File: src/hdl/afifo_port_pkg.sv
// package: shared types and constants for the async parallel fifo port
`default_nettype none
package afifo_port_pkg;
   localparam int DATA_W        = 8;
   localparam int TX_DEPTH      = 8;
   localparam int RX_DEPTH      = 8;
   localparam int SYNC_STAGES   = 2;
   localparam int CLK_HZ        = 20_000_000;
   // minimum strobe low time seen by the core, in ns
   localparam int STROBE_MIN_NS = 100;
   localparam int STROBE_MIN_CYC =
      ((STROBE_MIN_NS * (CLK_HZ / 1_000_000)) + 999) / 1000;
   localparam logic [7:0] DATA_RST = 8'h00;

   // byte with its valid flag
   typedef struct packed {
      logic       vld;
      logic [7:0] data;
   } byte_t;

   // pin group of one channel, raw or synchronised
   typedef struct packed {
      logic rd_n;
      logic wr_n;
      logic send_now_wakeup_n_n;
   } strobes_t;

   typedef enum logic [1:0] {
      RD_IDLE  = 2'b00,
      RD_DRIVE = 2'b01,
      RD_DONE  = 2'b11
   } rd_state_t;
endpackage
`default_nettype wire

File: src/hdl/async_parallel_fifo_port.sv
// module: strobe-driven byte fifo port of one bridge channel
`default_nettype none
module async_parallel_fifo_port
   import afifo_port_pkg::*;
(
   input  wire logic        i_clk,
   input  wire logic        i_rst_n,
   input  wire logic        i_mode_en,
   input  wire logic        i_remote_wake_en,
   input  wire logic        i_usb_suspended,
   input  wire logic        i_rd_n,
   input  wire logic        i_wr_n,
   input  wire logic        i_send_now_wakeup_n,
   input  wire logic [7:0]  i_chan_data,
   output logic [7:0]       o_chan_data,
   output logic             o_chan_data_oe,
   output logic             o_rx_avail_n,
   output logic             o_rx_avail_oe,
   output logic             o_tx_space_n,
   output logic             o_tx_space_oe,
   output logic             o_usb_active_n,
   input  wire logic        i_usb_rx_valid,
   output logic             o_usb_rx_ready,
   input  wire logic [7:0]  i_usb_rx_data,
   output logic             o_usb_tx_valid,
   input  wire logic        i_usb_tx_ready,
   output logic [7:0]       o_usb_tx_data,
   output logic             o_send_now,
   output logic             o_resume_req
);
   strobes_t  pins_raw;
   strobes_t  pins;
   strobes_t  prev_q;
   logic [7:0] data_meta_q;
   logic [7:0] data_sync_q;
   logic      rd_fall;
   logic      rd_rise;
   logic      wr_fall;
   logic      send_now_wakeup_n_fall;
   rd_state_t rd_state_q;
   rd_state_t rd_state_d;
   logic      rx_in_ready;
   logic      rx_out_valid;
   logic      rx_pop;
   logic [7:0] rx_head;
   logic      tx_in_ready;
   logic      tx_out_valid;
   logic [7:0] tx_head;
   logic      tx_push;
   logic [3:0] rx_cnt;
   logic [3:0] tx_cnt;

   // =====================================================
   // pin synchronisers
   assign pins_raw = '{rd_n: i_rd_n, wr_n: i_wr_n, send_now_wakeup_n_n: i_send_now_wakeup_n};

   pin_sync u_sync (
      .i_clk   (i_clk),
      .i_rst_n (i_rst_n),
      .i_pins  (pins_raw),
      .o_pins  (pins)
   );

   // data bus sampling, two stages
   always_ff @(posedge i_clk) begin
      if (!i_rst_n) begin
         data_meta_q <= DATA_RST;
         data_sync_q <= DATA_RST;
      end else begin
         data_meta_q <= i_chan_data;
         data_sync_q <= data_meta_q;
      end
   end

   // edge detection on synchronised strobes
   always_ff @(posedge i_clk) begin
      if (!i_rst_n) begin
         prev_q <= '1;
      end else begin
         prev_q <= pins;
      end
   end

   assign rd_fall   = i_mode_en && prev_q.rd_n && !pins.rd_n;
   assign rd_rise   = i_mode_en && !prev_q.rd_n && pins.rd_n;
   assign wr_fall   = i_mode_en && prev_q.wr_n && !pins.wr_n;
   assign send_now_wakeup_n_fall = i_mode_en && prev_q.send_now_wakeup_n_n && !pins.send_now_wakeup_n_n;

   // =====================================================
   // receive path: usb side fills, read strobe drains
   byte_fifo #(.WIDTH(DATA_W), .DEPTH(RX_DEPTH)) u_rx_fifo (
      .i_clk       (i_clk),
      .i_rst_n     (i_rst_n),
      .i_in_valid  (i_usb_rx_valid && o_usb_rx_ready && rx_in_ready),
      .o_in_ready  (rx_in_ready),
      .i_in_data   (i_usb_rx_data),
      .o_out_valid (rx_out_valid),
      .i_out_ready (rx_pop),
      .o_out_data  (rx_head),
      .o_count     (rx_cnt)
   );

   // read state machine
   always_comb begin
      rd_state_d = rd_state_q;
      unique case (rd_state_q)
         RD_IDLE: begin
            if (rd_fall && rx_out_valid) begin
               rd_state_d = RD_DRIVE;
            end
         end
         RD_DRIVE: begin
            if (rd_rise) begin
               rd_state_d = RD_DONE;
            end
         end
         RD_DONE: begin
            rd_state_d = RD_IDLE;
         end
         default: rd_state_d = RD_IDLE;
      endcase
   end

   always_ff @(posedge i_clk) begin
      if (!i_rst_n) begin
         rd_state_q <= RD_IDLE;
      end else begin
         rd_state_q <= rd_state_d;
      end
   end

   assign rx_pop = (rd_state_q == RD_DRIVE) && rd_rise;

   // bus drive while read strobe low
   always_ff @(posedge i_clk) begin
      if (!i_rst_n) begin
         o_chan_data    <= DATA_RST;
         o_chan_data_oe <= 1'b0;
      end else begin
         if (rd_fall) begin
            o_chan_data <= rx_head;
         end
         o_chan_data_oe <= i_mode_en && !pins.rd_n;
      end
   end

   // receive flag: forced high from the cycle after the read fall until done, then reflects data
   always_ff @(posedge i_clk) begin
      if (!i_rst_n) begin
         o_rx_avail_n  <= 1'b1;
         o_rx_avail_oe <= 1'b0;
      end else begin
         o_rx_avail_oe <= i_mode_en;
         if (rd_rise || rd_state_q == RD_DONE || !pins.rd_n) begin
            o_rx_avail_n <= (rd_state_q == RD_DRIVE) ? 1'b1 : o_rx_avail_n;
         end else begin
            o_rx_avail_n <= !rx_out_valid;
         end
      end
   end

   // =====================================================
   // transmit path: write strobe fills, usb side drains
   assign tx_push = wr_fall && tx_in_ready;

   byte_fifo #(.WIDTH(DATA_W), .DEPTH(TX_DEPTH)) u_tx_fifo (
      .i_clk       (i_clk),
      .i_rst_n     (i_rst_n),
      .i_in_valid  (tx_push),
      .o_in_ready  (tx_in_ready),
      .i_in_data   (data_sync_q),
      .o_out_valid (tx_out_valid),
      .i_out_ready (i_usb_tx_ready),
      .o_out_data  (tx_head),
      .o_count     (tx_cnt)
   );

   // usb-side outputs and transmit flag
   always_ff @(posedge i_clk) begin
      if (!i_rst_n) begin
         o_usb_rx_ready <= 1'b0;
         o_usb_tx_valid <= 1'b0;
         o_usb_tx_data  <= DATA_RST;
         o_tx_space_n   <= 1'b1;
         o_tx_space_oe  <= 1'b0;
      end else begin
         // ready drops one entry early so the registered flag never overfills
         o_usb_rx_ready <= i_mode_en && (rx_cnt < 4'(RX_DEPTH - 1));
         // shows the byte taken by the usb side at this same edge
         o_usb_tx_valid <= tx_out_valid;
         o_usb_tx_data  <= tx_head;
         o_tx_space_oe  <= i_mode_en;
         // flag goes high on the write and stays until strobe released
         o_tx_space_n   <= !tx_in_ready || wr_fall || !pins.wr_n;
      end
   end

   // send-immediate and wakeup
   always_ff @(posedge i_clk) begin
      if (!i_rst_n) begin
         o_send_now     <= 1'b0;
         o_resume_req   <= 1'b0;
         o_usb_active_n <= 1'b1;
      end else begin
         o_usb_active_n <= i_usb_suspended;
         o_resume_req   <= send_now_wakeup_n_fall && i_usb_suspended && i_remote_wake_en;
         o_send_now     <= send_now_wakeup_n_fall && !i_usb_suspended;
      end
   end

   // =====================================================
   // checks
   a_bus_drive_rule : assert property (@(posedge i_clk) disable iff (!i_rst_n)
      o_chan_data_oe |-> $past(!pins.rd_n)) else $error("bus driven without read");

   a_rx_flag_valid : assert property (@(posedge i_clk) disable iff (!i_rst_n)
      (!o_rx_avail_n && o_rx_avail_oe) |-> $past(rx_out_valid) || rx_cnt != '0)
      else $error("rx flag low without data");

   a_rx_flag_rise : assert property (@(posedge i_clk) disable iff (!i_rst_n)
      rx_pop |=> o_rx_avail_n) else $error("rx flag not forced high");

   a_rx_advance : assert property (@(posedge i_clk) disable iff (!i_rst_n)
      (rd_state_q == RD_DRIVE && rd_rise) |-> rx_pop) else $error("no advance");

   a_rd_present : assert property (@(posedge i_clk) disable iff (!i_rst_n)
      rd_fall |=> o_chan_data == $past(rx_head)) else $error("wrong byte shown");

   a_tx_flag_full : assert property (@(posedge i_clk) disable iff (!i_rst_n)
      !tx_in_ready |=> o_tx_space_n) else $error("tx flag low while full");

   a_tx_capture : assert property (@(posedge i_clk) disable iff (!i_rst_n)
      (wr_fall && tx_in_ready) |=> tx_cnt == $past(tx_cnt) + 4'h1
         || $past(i_usb_tx_ready && tx_out_valid)) else $error("write lost");

   a_mode_gate : assert property (@(posedge i_clk) disable iff (!i_rst_n)
      !i_mode_en |=> !o_rx_avail_oe && !o_tx_space_oe) else $error("flags driven");

   a_resume_req : assert property (@(posedge i_clk) disable iff (!i_rst_n)
      (send_now_wakeup_n_fall && i_usb_suspended && i_remote_wake_en) |=> o_resume_req)
      else $error("resume missed");

   a_send_now : assert property (@(posedge i_clk) disable iff (!i_rst_n)
      o_send_now |-> $past(!i_usb_suspended)) else $error("flush while suspended");

   a_flags_reset : assert property (@(posedge i_clk)
      !$past(i_rst_n) |-> !o_rx_avail_oe && !o_tx_space_oe)
      else $error("flags driven after reset");

   c_read_byte  : cover property (@(posedge i_clk) disable iff (!i_rst_n) rx_pop);
   c_write_byte : cover property (@(posedge i_clk) disable iff (!i_rst_n) tx_push);
   c_tx_full    : cover property (@(posedge i_clk) disable iff (!i_rst_n) !tx_in_ready);
   c_wakeup     : cover property (@(posedge i_clk) disable iff (!i_rst_n) o_resume_req);
endmodule
`default_nettype wire

File: src/hdl/byte_fifo.sv
// module: small synchronous fifo with valid/ready on both sides
`default_nettype none
module byte_fifo
   import afifo_port_pkg::*;
#(
   parameter int WIDTH = 8,
   parameter int DEPTH = 8
) (
   input  wire logic             i_clk,
   input  wire logic             i_rst_n,
   input  wire logic             i_in_valid,
   output logic                  o_in_ready,
   input  wire logic [WIDTH-1:0] i_in_data,
   output logic                  o_out_valid,
   input  wire logic             i_out_ready,
   output logic [WIDTH-1:0]      o_out_data,
   output logic [$clog2(DEPTH):0] o_count
);
   localparam int AW = $clog2(DEPTH);
   logic [WIDTH-1:0] mem_q [DEPTH];
   logic [AW-1:0]    wr_ptr_q;
   logic [AW-1:0]    rd_ptr_q;
   logic [AW:0]      cnt_q;
   logic             push;
   logic             pop;

   // =====================================================
   // handshake terms
   assign o_in_ready  = (cnt_q != (AW+1)'(DEPTH));
   assign o_out_valid = (cnt_q != '0);
   assign push        = i_in_valid && o_in_ready;
   assign pop         = o_out_valid && i_out_ready;
   assign o_out_data  = mem_q[rd_ptr_q];
   assign o_count     = cnt_q;

   // storage
   always_ff @(posedge i_clk) begin
      if (push) begin
         mem_q[wr_ptr_q] <= i_in_data;
      end
   end

   // pointers and fill level
   always_ff @(posedge i_clk) begin
      if (!i_rst_n) begin
         wr_ptr_q <= '0;
         rd_ptr_q <= '0;
         cnt_q    <= '0;
      end else begin
         if (push) begin
            wr_ptr_q <= (wr_ptr_q == AW'(DEPTH-1)) ? '0 : wr_ptr_q + 1'b1;
         end
         if (pop) begin
            rd_ptr_q <= (rd_ptr_q == AW'(DEPTH-1)) ? '0 : rd_ptr_q + 1'b1;
         end
         cnt_q <= cnt_q + (AW+1)'(push) - (AW+1)'(pop);
      end
   end

   a_fifo_no_overflow : assert property (@(posedge i_clk) disable iff (!i_rst_n)
      cnt_q <= (AW+1)'(DEPTH)) else $error("fifo count above depth");
endmodule
`default_nettype wire

File: src/hdl/pin_sync.sv
// module: two-stage synchroniser for a group of strobe pins
`default_nettype none
module pin_sync
   import afifo_port_pkg::*;
(
   input  wire logic     i_clk,
   input  wire logic     i_rst_n,
   input  wire strobes_t i_pins,
   output strobes_t      o_pins
);
   strobes_t meta_q;
   strobes_t sync_q;

   // idle level of every strobe is high
   always_ff @(posedge i_clk) begin
      if (!i_rst_n) begin
         meta_q <= '1;
         sync_q <= '1;
      end else begin
         meta_q <= i_pins;
         sync_q <= meta_q;
      end
   end
   assign o_pins = sync_q;
endmodule
`default_nettype wire

File: config.mk
export PLATFORM = sky130hd
export DESIGN_NAME = async_parallel_fifo_port
export DESIGN_NICKNAME = d
export VERILOG_FILES = /design/src/hdl/afifo_port_pkg.sv /design/src/hdl/async_parallel_fifo_port.sv /design/src/hdl/byte_fifo.sv /design/src/hdl/pin_sync.sv
export SDC_FILE = /design/constraint.sdc
export NUM_CORES = 1
export LEC_CHECK = 0
export ABC_AREA = 1
export BUFFER_PORTS_ARGS = -buffer_cell sky130_fd_sc_hd__buf_2
export CAP_MARGIN = 20
export CORE_ASPECT_RATIO = 1.5
export CORE_MARGIN = 4
export CORE_UTILIZATION = 35
export DETAILED_ROUTE_END_ITERATION = 8
export GPL_ROUTABILITY_DRIVEN = 1
export PLACE_DENSITY = 0.54
export SLEW_MARGIN = 10
export SYNTH_ARGS = -nofsm -noshare
export SYNTH_HDL_FRONTEND = slang
export SYNTH_SLANG_ARGS = --single-unit
File: constraint.sdc
create_clock -name i_clk -period 2.3 [get_ports i_clk]
set_clock_uncertainty 0.15 [all_clocks]
set_input_delay 0.115 -clock i_clk [delete_from_list [all_inputs] [get_ports i_clk]]
set_output_delay 0.115 -clock i_clk [all_outputs]
set_load 0.05 [all_outputs]
==> impl_metrics.env <==
export IMPL_run_status="finished clean"
export IMPL_dr_total_vias=5223
export IMPL_fmax_ghz=0.461
export IMPL_synth_fp_nets=805
export IMPL_fillers=2145
export IMPL_worstHoldPathType="input pin to register"
export IMPL_viasPerCell=4.57
export IMPL_rows=67
export IMPL_finalSetupTns_ns=0
export IMPL_gp_congestion=0.768
export IMPL_crit_fanout=4
export IMPL_fp_coreArea_um2=22300
export IMPL_tritoncts="done"
export IMPL_worstPathRequired_ns=2.45
export IMPL_drive_gt1_share_pct=15.9
export IMPL_wirelength_um=16200
export IMPL_setup_viol=0
export IMPL_cp_end_kind="register"
export IMPL_period_share_pct=94.3
export IMPL_worst_pin_slew_ns=0.648
export IMPL_ys_seq_area_share_pct=66.7
export IMPL_ir_drop_uv=586
export IMPL_first_global_vias=5097
export IMPL_antenna_found_initial=0
export IMPL_cts_sinks=200
export IMPL_hold_viol=0
export IMPL_clk_insertion_delay_late_ns=0.43
export IMPL_clockBufferDepth=2
export IMPL_ys_flop_type="edfxtp_1"
export IMPL_worstHoldStart="i_rst_n"
export IMPL_portBuffers=51
export IMPL_synth_edff_count=128
export IMPL_start_kind="register"
export IMPL_gr_total_overflow=0
export IMPL_synth_area_leaders="edfxtp_1 49%, dfxtp_1 18%, nand2_1 6.3%, inv_1 4.7%, nor2_1 4.7%"
export IMPL_final_cell_area_um2=9440
export IMPL_first_pass_iters=4
export IMPL_die_height_um=192
export IMPL_worst_r2r_cell_count=11
export IMPL_arrival_ns=2.32
export IMPL_synth_area_um2=7920
export IMPL_p_leak_nw=3.97
export IMPL_cts_buffers=17
export IMPL_r2r_start="u_rx_fifo.o_count[2]$_SDFF_PN0_"
export IMPL_dp_hpwl_um=10200
export IMPL_drt_iter0_drc=236
export IMPL_clk_pin_slew_ns=0.07
export IMPL_nets=903
export IMPL_clockRootBuffer="clkbuf_16"
export IMPL_hold_end="prev_q[0]$_SDFF_PN1_"
export IMPL_r2r_end="u_rx_fifo.o_count[1]$_SDFF_PN0_"
export IMPL_postSynthCellCount=756
export IMPL_drv_slew=0
export IMPL_synth_largest_area_cell="edfxtp_1"
export IMPL_ant_nets=0
export IMPL_post_place_ws_ns=0.0608
export IMPL_synth_most_common_cell="nand2_1"
export IMPL_async_flop_share_pct=0
export IMPL_r2r_slack_ns=0.13
export IMPL_dpl_instance_area_um2=8590
export IMPL_power_density_nw_per_um2=877
export IMPL_finalWorstSetupSlack_ns=0.132
export IMPL_die_area_um2=25100
export IMPL_grt_max_degree=41
export IMPL_wire_per_inst_um=14.1
export IMPL_total_power_w=0.00828
export IMPL_min_period_ns=2.17
export IMPL_htreeDepth=4
export IMPL_n_antenna_cell=0
export IMPL_fp_dieW_um=131
export IMPL_ys_top_cells_by_count="133 x nand2_1, 128 x edfxtp_1, 99 x inv_1, 99 x nor2_1, 72 x dfxtp_1"
export IMPL_critPathKind="register to register"
export IMPL_grt_usage_pct=13.7
export IMPL_syn_area_per_cell_um2=10.5
export IMPL_cap_violations=0
export IMPL_hold_path_depth=3
export IMPL_start_util_pct=35.5
export IMPL_synth_ff_latch_count=200
export IMPL_ioPinCount=52
export IMPL_area_delta_synth_final_pct=19.2
export IMPL_drc=0
export IMPL_grt_pass1_wl_um=26200
export IMPL_yosysUniqueCellTypes=33
export IMPL_slew_headroom_pct=56.8
export IMPL_yosysTopAreaCellShare_pct=48.5
export IMPL_yosysWarnings=0
==> worst max-delay path by stage <==
stage	start	to	slack, ns	cells after the start
floorplan	u_rx_fifo.o_count[2]$_SDFF_PN0_	u_rx_fifo.o_count[2]$_SDFF_PN0_	0.21	12
global placement	u_rx_fifo.o_count[3]$_SDFF_PN0_	u_rx_fifo.o_count[2]$_SDFF_PN0_	0.10	12
detailed placement	u_rx_fifo.o_count[3]$_SDFF_PN0_	u_rx_fifo.o_count[2]$_SDFF_PN0_	0.06	12
CTS	u_rx_fifo.o_count[3]$_SDFF_PN0_	u_rx_fifo.o_count[2]$_SDFF_PN0_	0.05	12
global route	u_tx_fifo.o_count[3]$_SDFF_PN0_	u_tx_fifo.o_count[3]$_SDFF_PN0_	-0.004	14
finish	u_rx_fifo.o_count[2]$_SDFF_PN0_	u_rx_fifo.o_count[1]$_SDFF_PN0_	0.13	11
==> power by group <==
group / switching, W / leakage, nW / internal, W
registers: 0.0000786 / 1.76 / 0.00396
logic: 0.000864 / 1.93 / 0.000424
clock network: 0.00129 / 0.278 / 0.00166
total: 0.00223 / 3.97 / 0.00605
==> per-layer routing <==
layer / GRT usage, % / wire length [µm] / vias to the layer above
li1: - / - / 2664
met1: 15.5 / 6560 / 2452
met2: 25.2 / 8710 / 87
met3: 2.75 / 632 / 20
met4: 4.71 / 268 / 0
met5: 0 / 0 / -
==> worst max-delay path: stages, from the launching register on <==
cell	delay, ns
dfxtp_1	0.35
inv_2	0.06
ha_1	0.19
nand3_1	0.11
nand2_2	0.09
inv_2	0.07
ha_1	0.22
inv_1	0.06
ha_1	0.13
inv_1	0.06
fa_2	0.52
nor2_1	0.04
==> cell type report <==
cell class                 count  area (µm²)  share of cell area, %
tap                          276         345                   3.66
multi-input combinational    422        2090                   22.1
clock inverter                11         120                   1.27
clock buffer                  21         460                   4.88
inverter                     105         397                   4.20
timing repair buffer         108         746                   7.90
sequential                   200        5290                   56.0
==> state kept, by name, indices dropped and copies added (netlist names), 4 cells and up <==
name,count
u_rx_fifo.mem_q,64
u_tx_fifo.mem_q,64
data_meta_q,8
data_sync_q,8
o_chan_data,8
o_usb_tx_data,8
u_rx_fifo.o_count,4
u_tx_fifo.o_count,4
==> what timing repair did <==
action | in CTS | in global routing
endpoints found under the setup margin | 0 | 6
resized for setup | 0 | 8
buffers inserted | 0 | 1
hold endpoints to repair | 86 | 0
hold buffers | 25 | 0
==> cells by family (layout without fill, tap and decap cells) <==
family	after synthesis	count (layout)	share of synthesized area, %
AO/OA/AOI/OAI	89	89	5.91
XOR/XNOR	2	2	0.221
flip-flops	200	200	66.7
buffers and inverters	134	245	7.11
adder cells (fa/ha/maj)	23	23	3.82
AND/OR/NAND/NOR	308	308	16.2
==> layout by cell type (no fill, tap or decap), types with 3 or more instances in the layout <==
| cell | netlist | routed |
|---|---|---|
| nand2_1 | 133 | 132 |
| edfxtp_1 | 128 | 128 |
| nor2_1 | 99 | 99 |
| inv_1 | 99 | 97 |
| dfxtp_1 | 72 | 71 |
| nand3_1 | 59 | 59 |
| buf_2 | 13 | 51 |
| o21ai_0 | 34 | 34 |
| buf_4 | 7 | 32 |
| o21ai_1 | 29 | 29 |
| dlygate4sd3_1 | 0 | 25 |
| ha_1 | 21 | 20 |
| a21oi_1 | 18 | 18 |
| clkbuf_16 | 0 | 17 |
| or2_2 | 9 | 9 |
| inv_2 | 4 | 6 |
| clkinvlp_4 | 0 | 3 |
==> per-stage QoR <==
stage | hold slack (ns) | cells | util (%)
floorplan | 0.0626 | 756 | -
global placement | 0.148 | 1085 | 38.5
detailed placement | 0.148 | 1085 | 38.5
CTS | 0.0637 | 1142 | 42.2
global route | 0.102 | 1143 | 42.3
finish | 0.0542 | 1143 | 42.3
(Power assumes the default switching activity.)
